### config.mk
export PLATFORM = sky130hd
export DESIGN_NAME = bir_relay
export DESIGN_NICKNAME = d
export VERILOG_FILES = /design/src/bir_pkg.sv /design/src/bir_sync.sv /design/src/bir_tx.sv /design/src/bir_relay.sv
export SDC_FILE = /design/constraint.sdc
export NUM_CORES = 1
export LEC_CHECK = 0
export ABC_AREA = 1
export BUFFER_PORTS_ARGS = -buffer_cell sky130_fd_sc_hd__buf_2
export CAP_MARGIN = 10
export CORE_UTILIZATION = 55
export DETAILED_ROUTE_END_ITERATION = 16
export PLACE_DENSITY_LB_ADDON = 0.15
export SETUP_SLACK_MARGIN = 0.05
export SYNTH_ARGS = -nofsm -noshare
export SYNTH_HDL_FRONTEND = slang
export SYNTH_SLANG_ARGS = --single-unit
### constraint.sdc
create_clock -name i_sys_clk -period 1.9 [get_ports i_sys_clk]
set_input_delay 0.095 -clock i_sys_clk [delete_from_list [all_inputs] [get_ports i_sys_clk]]
set_output_delay 0.095 -clock i_sys_clk [all_outputs]
set_load 0.03 [all_outputs]
### src/bir_pkg.sv
// package for the bridge interrupt relay: message layout and widths
// assumes one core clock shared by both relay ends of an instance
`default_nettype none
package bir_pkg;
  // message kinds on the priority channel
  localparam logic [1:0] KIND_IRQ = 2'h1;
  localparam logic [1:0] KIND_ERR = 2'h2;
  // error payload bit positions
  localparam int ERR_LINK_BIT = 0;
  localparam int ERR_MULTI_BIT = 1;
  localparam int SYNC_STAGES = 2;
  localparam int IRQ_W_DEFAULT = 4;
  // reset value of the relayed interrupt outputs (o_irq)
  localparam logic RST_LEVEL = 1'b0;
endpackage
`default_nettype wire

### src/bir_sync.sv
// two flop level synchroniser, vector wide
// assumes inputs come from outside the core clock domain
`default_nettype none
module bir_sync #(
  parameter int W = 4
) (
  input wire logic i_sys_clk,
  input wire logic i_reset_n,
  input wire logic [W-1:0] i_async,
  output logic [W-1:0] o_sync
);
  logic [W-1:0] meta;
  logic [W-1:0] stage;
  logic [W-1:0] next_meta;
  logic [W-1:0] next_stage;

  always_comb begin
    next_meta = i_async;
    next_stage = meta;
  end

  // meta is read only by the second stage
  always_ff @(posedge i_sys_clk or negedge i_reset_n) begin
    if (!i_reset_n) begin
      meta <= '0;
      stage <= '0;
    end else begin
      meta <= next_meta;
      stage <= next_stage;
    end
  end

  assign o_sync = stage;
endmodule
`default_nettype wire

### src/bir_tx.sv
// priority message sender: one pending message, latest value wins
// assumes the link side answers with a one cycle accept pulse
`default_nettype none
module bir_tx #(
  parameter int W = 4
) (
  input wire logic i_sys_clk,
  input wire logic i_reset_n,
  input wire logic i_load,
  input wire logic [W-1:0] i_data,
  input wire logic i_accept,
  output logic o_valid,
  output logic [W-1:0] o_data
);
  logic valid;
  logic [W-1:0] data;
  logic next_valid;
  logic [W-1:0] next_data;

  always_comb begin
    next_valid = valid;
    next_data = data;
    if (valid && i_accept) begin
      next_valid = 1'b0;
    end
    // a new load overrides an unsent value; load beats accept
    if (i_load) begin
      next_valid = 1'b1;
      next_data = i_data;
    end
  end

  always_ff @(posedge i_sys_clk or negedge i_reset_n) begin
    if (!i_reset_n) begin
      valid <= 1'b0;
      data <= '0;
    end else begin
      valid <= next_valid;
      data <= next_data;
    end
  end

  assign o_valid = valid;
  assign o_data = data;
endmodule
`default_nettype wire

### src/bir_relay.sv
// Function
// - interrupt levels travel on a dedicated channel ahead of ordinary bus traffic
// - both relay directions run independently, neither waits on the other
// - master input change sends new levels to slave-side outputs
// - slave input change sends new levels to master-side outputs
// - only the master side drives link-error outputs, for errors on either side
// - slave side reports each detected error to master over priority channel
// - slave reset during normal operation raises link-error at master
// - multibit errors at either side raise the multibit-error interrupt
// - on parallel pins multibit error is judged during deskew, meaning deskew failed
// - error flags are sticky, cleared by reset only
// - active-low global reset, may be asynchronous
//
// interrupt relay for one bridge instance; i_is_master picks the role
// assumes the link layer gives priority slots via i_link_ready and carries
// one message per accepted cycle; error detectors sit outside this block
`default_nettype none
module bir_relay #(
  parameter int IRQ_W = bir_pkg::IRQ_W_DEFAULT
) (
  input wire logic i_sys_clk,
  input wire logic i_reset_n,
  input wire logic i_is_master,
  input wire logic [IRQ_W-1:0] i_irq,
  output logic [IRQ_W-1:0] o_irq,
  input wire logic i_link_up,
  input wire logic i_deskew_active,
  input wire logic i_local_multibit,
  input wire logic i_local_link_err,
  input wire logic i_link_ready,
  output logic o_msg_valid,
  output logic [1:0] o_msg_kind,
  output logic [IRQ_W-1:0] o_msg_data,
  input wire logic i_msg_valid,
  input wire logic [1:0] i_msg_kind,
  input wire logic [IRQ_W-1:0] i_msg_data,
  input wire logic i_peer_reset_seen,
  output logic o_link_err_irq,
  output logic o_multibit_irq
);
  logic [IRQ_W-1:0] irq_sync;
  logic [IRQ_W-1:0] irq_prev;
  logic [IRQ_W-1:0] next_irq_prev;
  logic primed;
  logic next_primed;
  logic irq_load;
  logic irq_pend;
  logic [IRQ_W-1:0] irq_pdata;
  logic irq_accept;
  logic [1:0] err_ev;
  logic err_pend;
  logic [1:0] err_pdata;
  logic err_accept;
  logic [IRQ_W-1:0] next_o_irq;
  logic next_msg_valid;
  logic [1:0] next_msg_kind;
  logic [IRQ_W-1:0] next_msg_data;
  logic next_link_err;
  logic next_multibit;
  logic [1:0] err_acc;
  logic [1:0] next_err_acc;
  logic local_mb;
  logic rx_irq;
  logic rx_err;

  function automatic logic [IRQ_W-1:0] widen_err(input logic [1:0] e);
    logic [IRQ_W-1:0] r;
    r = '0;
    r[1:0] = e;
    return r;
  endfunction

  // multibit errors count only inside the deskew window
  function automatic logic deskew_fail(input logic mb, input logic dsk);
    return mb && dsk;
  endfunction

  function automatic logic msg_is(input logic v, input logic [1:0] k, input logic [1:0] code);
    return v && (k == code);
  endfunction

  bir_sync #(.W(IRQ_W)) u_sync (
    .i_sys_clk(i_sys_clk),
    .i_reset_n(i_reset_n),
    .i_async(i_irq),
    .o_sync(irq_sync)
  );

  // first cycle after reset sends the levels once so the far side starts right
  assign irq_load = !primed || (irq_sync != irq_prev);

  bir_tx #(.W(IRQ_W)) u_irq_tx (
    .i_sys_clk(i_sys_clk),
    .i_reset_n(i_reset_n),
    .i_load(irq_load),
    .i_data(irq_sync),
    .i_accept(irq_accept),
    .o_valid(irq_pend),
    .o_data(irq_pdata)
  );

  // decodes used by the error collector, the flag logic and the receive path
  assign local_mb = deskew_fail(i_local_multibit, i_deskew_active);
  assign rx_irq = msg_is(i_msg_valid, i_msg_kind, bir_pkg::KIND_IRQ);
  assign rx_err = msg_is(i_msg_valid, i_msg_kind, bir_pkg::KIND_ERR);

  // change detect state
  always_comb begin
    next_irq_prev = irq_sync;
    next_primed = 1'b1;
  end

  always_ff @(posedge i_sys_clk or negedge i_reset_n) begin
    if (!i_reset_n) begin
      irq_prev <= '0;
      primed <= 1'b0;
    end else begin
      irq_prev <= next_irq_prev;
      primed <= next_primed;
    end
  end

  // slave side collects error events, accumulating until sent
  always_comb begin
    err_ev = 2'h0;
    err_ev[bir_pkg::ERR_LINK_BIT] = i_local_link_err;
    err_ev[bir_pkg::ERR_MULTI_BIT] = local_mb;
    next_err_acc = err_acc;
    if (err_accept) begin
      next_err_acc = 2'h0;
    end
    // a new event in the send cycle is kept, not lost
    next_err_acc = next_err_acc | (i_is_master ? 2'h0 : err_ev);
  end

  always_ff @(posedge i_sys_clk or negedge i_reset_n) begin
    if (!i_reset_n) begin
      err_acc <= 2'h0;
    end else begin
      err_acc <= next_err_acc;
    end
  end

  assign err_pend = (err_acc != 2'h0);
  assign err_pdata = err_acc;

  // error messages first, they are rare; irq waits one slot at most per error
  assign err_accept = !o_msg_valid && i_link_ready && err_pend;
  assign irq_accept = !o_msg_valid && i_link_ready && !err_pend && irq_pend;

  // outgoing message register
  always_comb begin
    next_msg_valid = 1'b0;
    next_msg_kind = o_msg_kind;
    next_msg_data = o_msg_data;
    if (err_accept) begin
      next_msg_valid = 1'b1;
      next_msg_kind = bir_pkg::KIND_ERR;
      next_msg_data = widen_err(err_pdata);
    end else if (irq_accept) begin
      next_msg_valid = 1'b1;
      next_msg_kind = bir_pkg::KIND_IRQ;
      next_msg_data = irq_pdata;
    end
  end

  always_ff @(posedge i_sys_clk or negedge i_reset_n) begin
    if (!i_reset_n) begin
      o_msg_valid <= 1'b0;
      o_msg_kind <= 2'h0;
      o_msg_data <= '0;
    end else begin
      o_msg_valid <= next_msg_valid;
      o_msg_kind <= next_msg_kind;
      o_msg_data <= next_msg_data;
    end
  end

  // receive path is independent of the transmit path
  always_comb begin
    next_o_irq = o_irq;
    if (rx_irq) begin
      next_o_irq = i_msg_data;
    end
  end

  always_ff @(posedge i_sys_clk or negedge i_reset_n) begin
    if (!i_reset_n) begin
      o_irq <= {IRQ_W{bir_pkg::RST_LEVEL}};
    end else begin
      o_irq <= next_o_irq;
    end
  end

  // link-error flag, master only; peer reset counts only with the link up
  always_comb begin
    next_link_err = o_link_err_irq;
    if (i_is_master) begin
      if (i_local_link_err) begin
        next_link_err = 1'b1;
      end
      if (i_peer_reset_seen && i_link_up) begin
        next_link_err = 1'b1;
      end
      if (rx_err && i_msg_data[bir_pkg::ERR_LINK_BIT]) begin
        next_link_err = 1'b1;
      end
    end
    // no clear path: sticky until reset
    next_link_err = next_link_err | o_link_err_irq;
  end

  always_ff @(posedge i_sys_clk or negedge i_reset_n) begin
    if (!i_reset_n) begin
      o_link_err_irq <= 1'b0;
    end else begin
      o_link_err_irq <= next_link_err;
    end
  end

  // multibit flag, master only; local or reported by the slave
  always_comb begin
    next_multibit = o_multibit_irq;
    if (i_is_master) begin
      if (local_mb) begin
        next_multibit = 1'b1;
      end
      if (rx_err && i_msg_data[bir_pkg::ERR_MULTI_BIT]) begin
        next_multibit = 1'b1;
      end
    end
    next_multibit = next_multibit | o_multibit_irq;
  end

  always_ff @(posedge i_sys_clk or negedge i_reset_n) begin
    if (!i_reset_n) begin
      o_multibit_irq <= 1'b0;
    end else begin
      o_multibit_irq <= next_multibit;
    end
  end
endmodule
`default_nettype wire

==> results of run 1 <==
[through the flow]
step           setup slack (ns)  hold slack, ns  cells  utilization  total power (µW)
6_report                  0.835          0.0208    202        0.737              1820
5_1_grt                   0.709          0.0258    202        0.737              1920
4_1_cts                   0.820         0.00976    202        0.737              1840
3_5_place_dp              0.833           0.177    188        0.672              1300
3_3_place_gp              0.860           0.178    188        0.672              1290
2_1_floorplan             0.782          -0.201    128            -              1160
[worst max-delay path, delay by kind of cell, from the launching register on]
family | cells | cell delay, ns
AND/OR/NAND/NOR | 6 | 0.56
flip-flops | 1 | 0.41
[final cells by class]
cell class,instances,share of cell area
flip-flops and latches,33,0.502
inverters,15,0.0342
multi-input cells,80,0.257
clock buffers,7,0.0335
clock inverters,1,0.0183
well taps,28,0.0213
repair buffers,38,0.134
[worst paths after layout]
path                                             from                        endpoint  slack [ns]
max                        u_sync.o_sync[0]$_DFF_PN0_  u_irq_tx.o_data[1]$_DFFE_PN0P_        0.84
min                                     i_msg_data[2]            o_irq[2]$_DFFE_PN0P_        0.02
max reg2reg                u_sync.o_sync[0]$_DFF_PN0_  u_irq_tx.o_data[1]$_DFFE_PN0P_        0.84
min reg2reg                  u_sync.meta[2]$_DFF_PN0_      u_sync.o_sync[2]$_DFF_PN0_        0.36
max in group asynchronous                   i_reset_n      u_sync.o_sync[1]$_DFF_PN0_        1.11
min in group asynchronous                   i_reset_n        o_multibit_irq$_DFF_PN0_        0.34
[flip-flops by register name (all words and copies together), names as in the netlist, 2 cells and up]
name / count
u_irq_tx.o_data: 4
o_msg_data: 4
o_msg_kind: 2
o_irq: 4
err_acc: 2
irq_prev: 4
u_sync.o_sync: 4
u_sync.meta: 4
[what timing repair did]
item / in CTS / in global routing
endpoints found under the setup margin: 0 / 0
hold endpoints to repair: 39 / 0
hold buffers: 6 / 0
[routing by layer]
| metal | up-vias | share of wire | global-route usage |
|---|---|---|---|
| met2 | 26 | 0.52 | 0.367 |
| met4 | 0 | 0.020 | 0.116 |
| met3 | 4 | 0.042 | 0.0636 |
| met5 | - | 0 | 0 |
| li1 | 500 | - | - |
| met1 | 462 | 0.42 | 0.223 |
[cells by family (layout without fill, tap and decap cells)]
group | count (synthesis) | in the layout | synth area share
DFF | 33 | 33 | 0.633
AOI/OAI and AO/OA | 12 | 12 | 0.0585
buffers and inverters | 15 | 61 | 0.0431
and+or+nand+nor | 67 | 67 | 0.263
other | 1 | 1 | 0.00287
[power groups by stage]
| stage | Clock [µW] | Sequential, µW | Combinational [µW] |
|---|---|---|---|
| after global routing | 569 | 873 | 482 |
| after CTS | 540 | 860 | 436 |
| final | 525 | 860 | 433 |
| after floorplan | 0 | 1010 | 151 |
| after global placement | 0 | 871 | 419 |
| after detailed placement | 0 | 873 | 425 |
[layout by cell type, fill, tap and decap left out]
master / count
nand2_2: 4
a21oi_1: 1
nand2_4: 1
conb_1: 1
inv_1: 12
nand3_4: 1
nor2_1: 3
nand4_1: 5
nor2_4: 2
clkbuf_8: 1
clkbuf_1: 1
o21ai_4: 1
nor2_8: 1
nor2_2: 2
dlygate4sd3_1: 6
buf_2: 32
dfrtp_1: 33
a21o_1: 2
bufinv_16: 1
o21ai_0: 8
nand3_1: 9
nand2_1: 39
inv_2: 3
clkbuf_4: 5
==> impl_metrics.yaml, run 1 <==
placement:
  port_buffers: 32
  gp_congestion: 0.788
  postPlaceCellArea_mm2: 0.00150
  dp_hpwl_um: 1560
pwr:
  leakage_uw: 0.000888
  pwr-share-comb: 0.238
  clkPwrFrac: 0.289
  ir_drop_mv: 0.809
  power_per_cell_area_mw_per_mm2: 1100
  intPower_uw: 1250
  seq_power_share: 0.473
  sw_frac_of_total: 0.314
  p_sw_uw: 571
clock_network:
  insertion_delay_ns: 0.31
  cts_setup_buffers: 0
  post_cts_resize_count: 0
  cts_root_buf: "clkbuf_4"
  cts.clk_slew.worst_paths_ns: 0.09
  h-tree-depth: 2
  numCtsBuffers: 5
  clock_sinks: 33
  clk_path_buf_depth: 2
  cts_tree: "built"
synth:
  syn_inst: 128
  synth_edf_count: 0
  netlist.area_leader.share: 0.633
  ys_seq_elements: 33
  synthArstFlopShare: 1.00
  synth_top_area_cell: "dfrtp_1"
  syn_area_mm2: 0.00131
  avgSynthCellArea_um2: 10.2
  ys.flop_type: "dfrtp_1"
  yosysSeqAreaShare: 0.633
  synth_nets: 148
  yosysWarnings: 0
  synth_common_cells: "39 x nand2_1, 33 x dfrtp_1, 12 x inv_1"
  synth_area_leaders: "dfrtp_1 63%, nand2_1 11%, nand3_1 3.5%"
  synth.most_common_cell: "nand2_1"
  synth_cell_types: 18
critical_path:
  crit_required_ns: 2.11
  reg2regPathDepth: 6
  cp-start-kind: "flop"
  timing_worst_setup_path_type: "flop to flop"
  crit_path_max_incr_delay_ns: 0.41
  crit_slowest_cell: "dfrtp_1"
  endpoint_kind: "flop"
  crit_arrival_ns: 1.27
  crit_fanout: 6
  path_common_cell: "nand2_1"
  crit_path_cell_trace: "nand2_1 -> nand2_1 -> nor2_4 -> nand3_4 -> nand2_1 -> nand2_1"
timing:
  setup_viol: 0
  rsz0062_at_grt: "no"
  fin_crit_ns: 1.06
  tightestPinTransition_ns: 0.682
  post-route-period-util: 0.560
  clock.fmax_mhz: 939
  fin_skew_ns: 0.0129
  hold_violations: 0
  timing.setup.tns_ns: 0
  slew_headroom: 0.546
  slew_viol_final: 0
floorplan:
  dieArea_mm2: 0.00257
  rows: 17
  die_x_um: 50.7
  io_pins: 33
  core-area_mm2: 0.00223
  die_y_um: 50.7
  start_util: 0.584
final_layout:
  fill_cells: 171
  design_area_mm2: 0.00165
  regArea_um2: 826
  diodes: 0
  areaGrowthSynthToFinish_pct: 26.1
  drive_above_1_share: 0.310
  fin_nets: 193
  multi_input_area_um2: 423
route:
  drc: 0
  dr.first_iter.drc_count: 15
  routed_via_density: 4.91
  drt-total-wl_um: 2170
  wl_per_cell_um: 10.8
  dr.pass1.iters: 6
  vias: 992
  ant_nets: 0
worst_hold_path:
  hold_class: "input port to flop"
  hold_depth: 3
global_route:
  antenna_found_initial: 0
  grt_max_degree: 34
  grt_overflow_total: 0
  grt_pass1_wl_um: 3820
  grt_pass1_vias: 950
  grt_use_total: 0.210
outcome:
  status: "finished, final reports clean"
job:
  maxCapViolations: 0
(Power assumes the default switching activity.)
==> inputs of run 2 (changes only) <==
Settings changed: ABC_AREA 1 to 0, CORE_UTILIZATION 55 to 50.
Clock period 1.9 ns to 1 ns, I/O delays scaled along.
==> impl_metrics.yaml, run 2 <==
outcome:
  status: "finished with violations"
  violations: "negative setup slack"
synth:
  synth_cell_types: 27
  netlist.area_leader.share: 0.683
  avgSynthCellArea_um2: 13.7
  synth.most_common_cell: "dfrtp_1"
  yosysWarnings: 0
  syn_area_mm2: 0.00121
  syn_inst: 88
  synth_area_leaders: "dfrtp_1 68%, mux2_2 6.5%, xnor2_1 2.2%"
  ys.flop_type: "dfrtp_1"
  yosysSeqAreaShare: 0.683
  synth_edf_count: 0
  synth_common_cells: "33 x dfrtp_1, 7 x mux2_2, 5 x nand2_1, 5 x nor2_1, 4 x a21oi_1"
  synth_top_area_cell: "dfrtp_1"
  synthArstFlopShare: 1.00
  synth_nets: 108
  ys_seq_elements: 33
final_layout:
  stdcell_count: 191
  areaGrowthSynthToFinish_pct: 62.1
  fin_nets: 182
  design_area_mm2: 0.00196
  fill_cells: 116
  diodes: 0
  layout_common_cells: "32 x dfrtp_1, 19 x buf_2, 18 x buf_6, 17 x buf_4, 13 x dlygate4sd3_1"
  drive_above_1_share: 0.521
  final_common_cell: "dfrtp_1"
clock_network:
  cts.clk_slew.worst_paths_ns: 0.10
  insertion_delay_ns: 0.33
  cts_root_buf: "clkbuf_4"
  clock_sinks: 33
  cts_tree: "built"
  numCtsBuffers: 5
  clk_path_buf_depth: 2
  h-tree-depth: 2
route:
  drt-total-wl_um: 2880
  dr.first_iter.drc_count: 5
  routed_via_density: 5.17
  drc: 0
  wl_per_cell_um: 15.1
  dr.pass1.iters: 4
  vias: 987
  ant_nets: 0
timing:
  slew_viol_final: 0
  whs_ns: 0.0541
  fin_skew_ns: 0.00301
  hold_violations: 0
  clock.fmax_mhz: 715
  setup_ws_ns: -0.398
  fin_crit_ns: 1.40
  setup_viol: 13
  rsz0062_at_grt: "yes"
  post-route-period-util: 1.40
floorplan:
  die_y_um: 51.2
  core-area_mm2: 0.00225
  rows: 17
  io_pins: 33
  die_x_um: 51.2
  start_util: 0.536
  dieArea_mm2: 0.00262
global_route:
  grt_use_total: 0.246
  antenna_found_initial: 0
  grt_overflow_total: 0
  grt_pass1_vias: 1000
  grt_pass1_wl_um: 4400
  grt_max_degree: 34
critical_path:
  cp-start-kind: "flop"
  crit_path_max_incr_delay_ns: 0.40
  timing_worst_setup_path_type: "flop to flop"
  crit_path_cell_trace: "xnor2_1 -> nand4_1 -> nor2_2 -> mux2_2"
  crit_arrival_ns: 1.62
  endpoint_kind: "flop"
  crit_fanout: 3
  crit_slowest_cell: "dfrtp_1"
  crit_required_ns: 1.22
placement:
  pre_cts_slack_ns: -0.375
  postPlaceCellArea_mm2: 0.00150
  gp_congestion: 0.757
  port_buffers: 32
  place_inst: 158
  dp_hpwl_um: 1530
job:
  maxCapViolations: 0
pwr:
  ir_drop_mv: 1.70
  intPower_uw: 2650
  clkPwrFrac: 0.343
  power_per_cell_area_mw_per_mm2: 1820
  sw_frac_of_total: 0.258
  seq_power_share: 0.433
  leakage_uw: 0.000919
  pwr-share-comb: 0.224
  p_sw_uw: 921
worst_hold_path:
  hold_class: "input port to flop"
[run 2: changes by cell type after synthesis, moves of 3 or more]
cell     change
nand3_1      -9
o21ai_0      -5
nand2_2      -4
inv_2        -3
a21oi_1      +3
xnor2_1      +3
inv_1        -9
o22ai_1      +3
nand2_1     -34
mux2_2       +7
nand4_1      -4
nor2b_1      +3
[run 2: final timing paths]
path                                           from                             end  slack, ns  cells past startpoint
setup / recovery              irq_prev[0]$_DFF_PN0_  u_irq_tx.o_data[3]$_DFFE_PN0P_      -0.40                      4
hold / removal                            i_link_up        o_link_err_irq$_DFF_PN0_       0.05                      3
setup reg to reg              irq_prev[0]$_DFF_PN0_  u_irq_tx.o_data[3]$_DFFE_PN0P_      -0.40                      4
hold reg to reg            u_sync.meta[1]$_DFF_PN0_      u_sync.o_sync[1]$_DFF_PN0_       0.36                      0
max in group asynchronous                 i_reset_n           o_msg_valid$_DFF_PN0_       0.43                      3
min in group asynchronous                 i_reset_n            err_acc[1]$_DFF_PN0_       0.26                      3
[run 2: worst max-delay path, delay by kind of cell (launching register included)]
kind	cells	cell delay, ns
xor+xnor	1	0.19
flops	1	0.40
simple gates	2	0.35
mux	1	0.35
[run 2: layer usage]
| metal | track usage | vias up | routed length [µm] |
|---|---|---|---|
| met5 | 0 | - | 0 |
| met4 | 0.125 | 0 | 121 |
| met3 | 0.0744 | 13 | 97 |
| met2 | 0.452 | 40 | 1660 |
| met1 | 0.247 | 479 | 996 |
| li1 | - | 455 | - |
[run 2: cells by family after synthesis]
family | after synthesis | share of synthesized area
mux | 7 | 0.0652
other cells | 1 | 0.00310
xor+xnor | 4 | 0.0290
simple gates | 23 | 0.115
buf+inv | 3 | 0.00932
compound gates | 17 | 0.0952
flops | 33 | 0.683
[run 2: power by group through the flow]
stage               combinational [µW]  sequential [µW]  clock [µW]
detailed placement                 521             1550           0
finish                             799             1550        1230
global route                       849             1560        1320
floorplan                          155             1700           0
CTS                                720             1530        1240
global placement                   511             1540           0
[run 2: layout make-up]
class | count | area (µm²) | area share
flip-flops and latches | 33 | 827 | 0.422
clock buffers | 5 | 37.5 | 0.0192
repair buffers | 67 | 556 | 0.284
clock inverters | 3 | 65.1 | 0.0332
multi-input cells | 52 | 428 | 0.218
inverters | 3 | 11.3 | 0.00575
well taps | 28 | 35.0 | 0.0179
[run 2: per-stage QoR]
step | setup TNS, ns | total power (µW) | util
after floorplan | -1.94 | 1850 | -
after global placement | -1.87 | 2050 | 0.663
after detailed placement | -2.16 | 2070 | 0.663
after CTS | -2.30 | 3500 | 0.835
after global routing | -3.38 | 3720 | 0.869
final | -2.65 | 3570 | 0.869
[run 2: timing repair]
item | CTS | global route
hold buffers | 13 | 0
setup buffers | 9 | 4
endpoints found under the hold margin | 45 | 0
endpoints found under the setup margin | 26 | 26
gates resized for setup | 28 | 17
pin swaps | 5 | 4
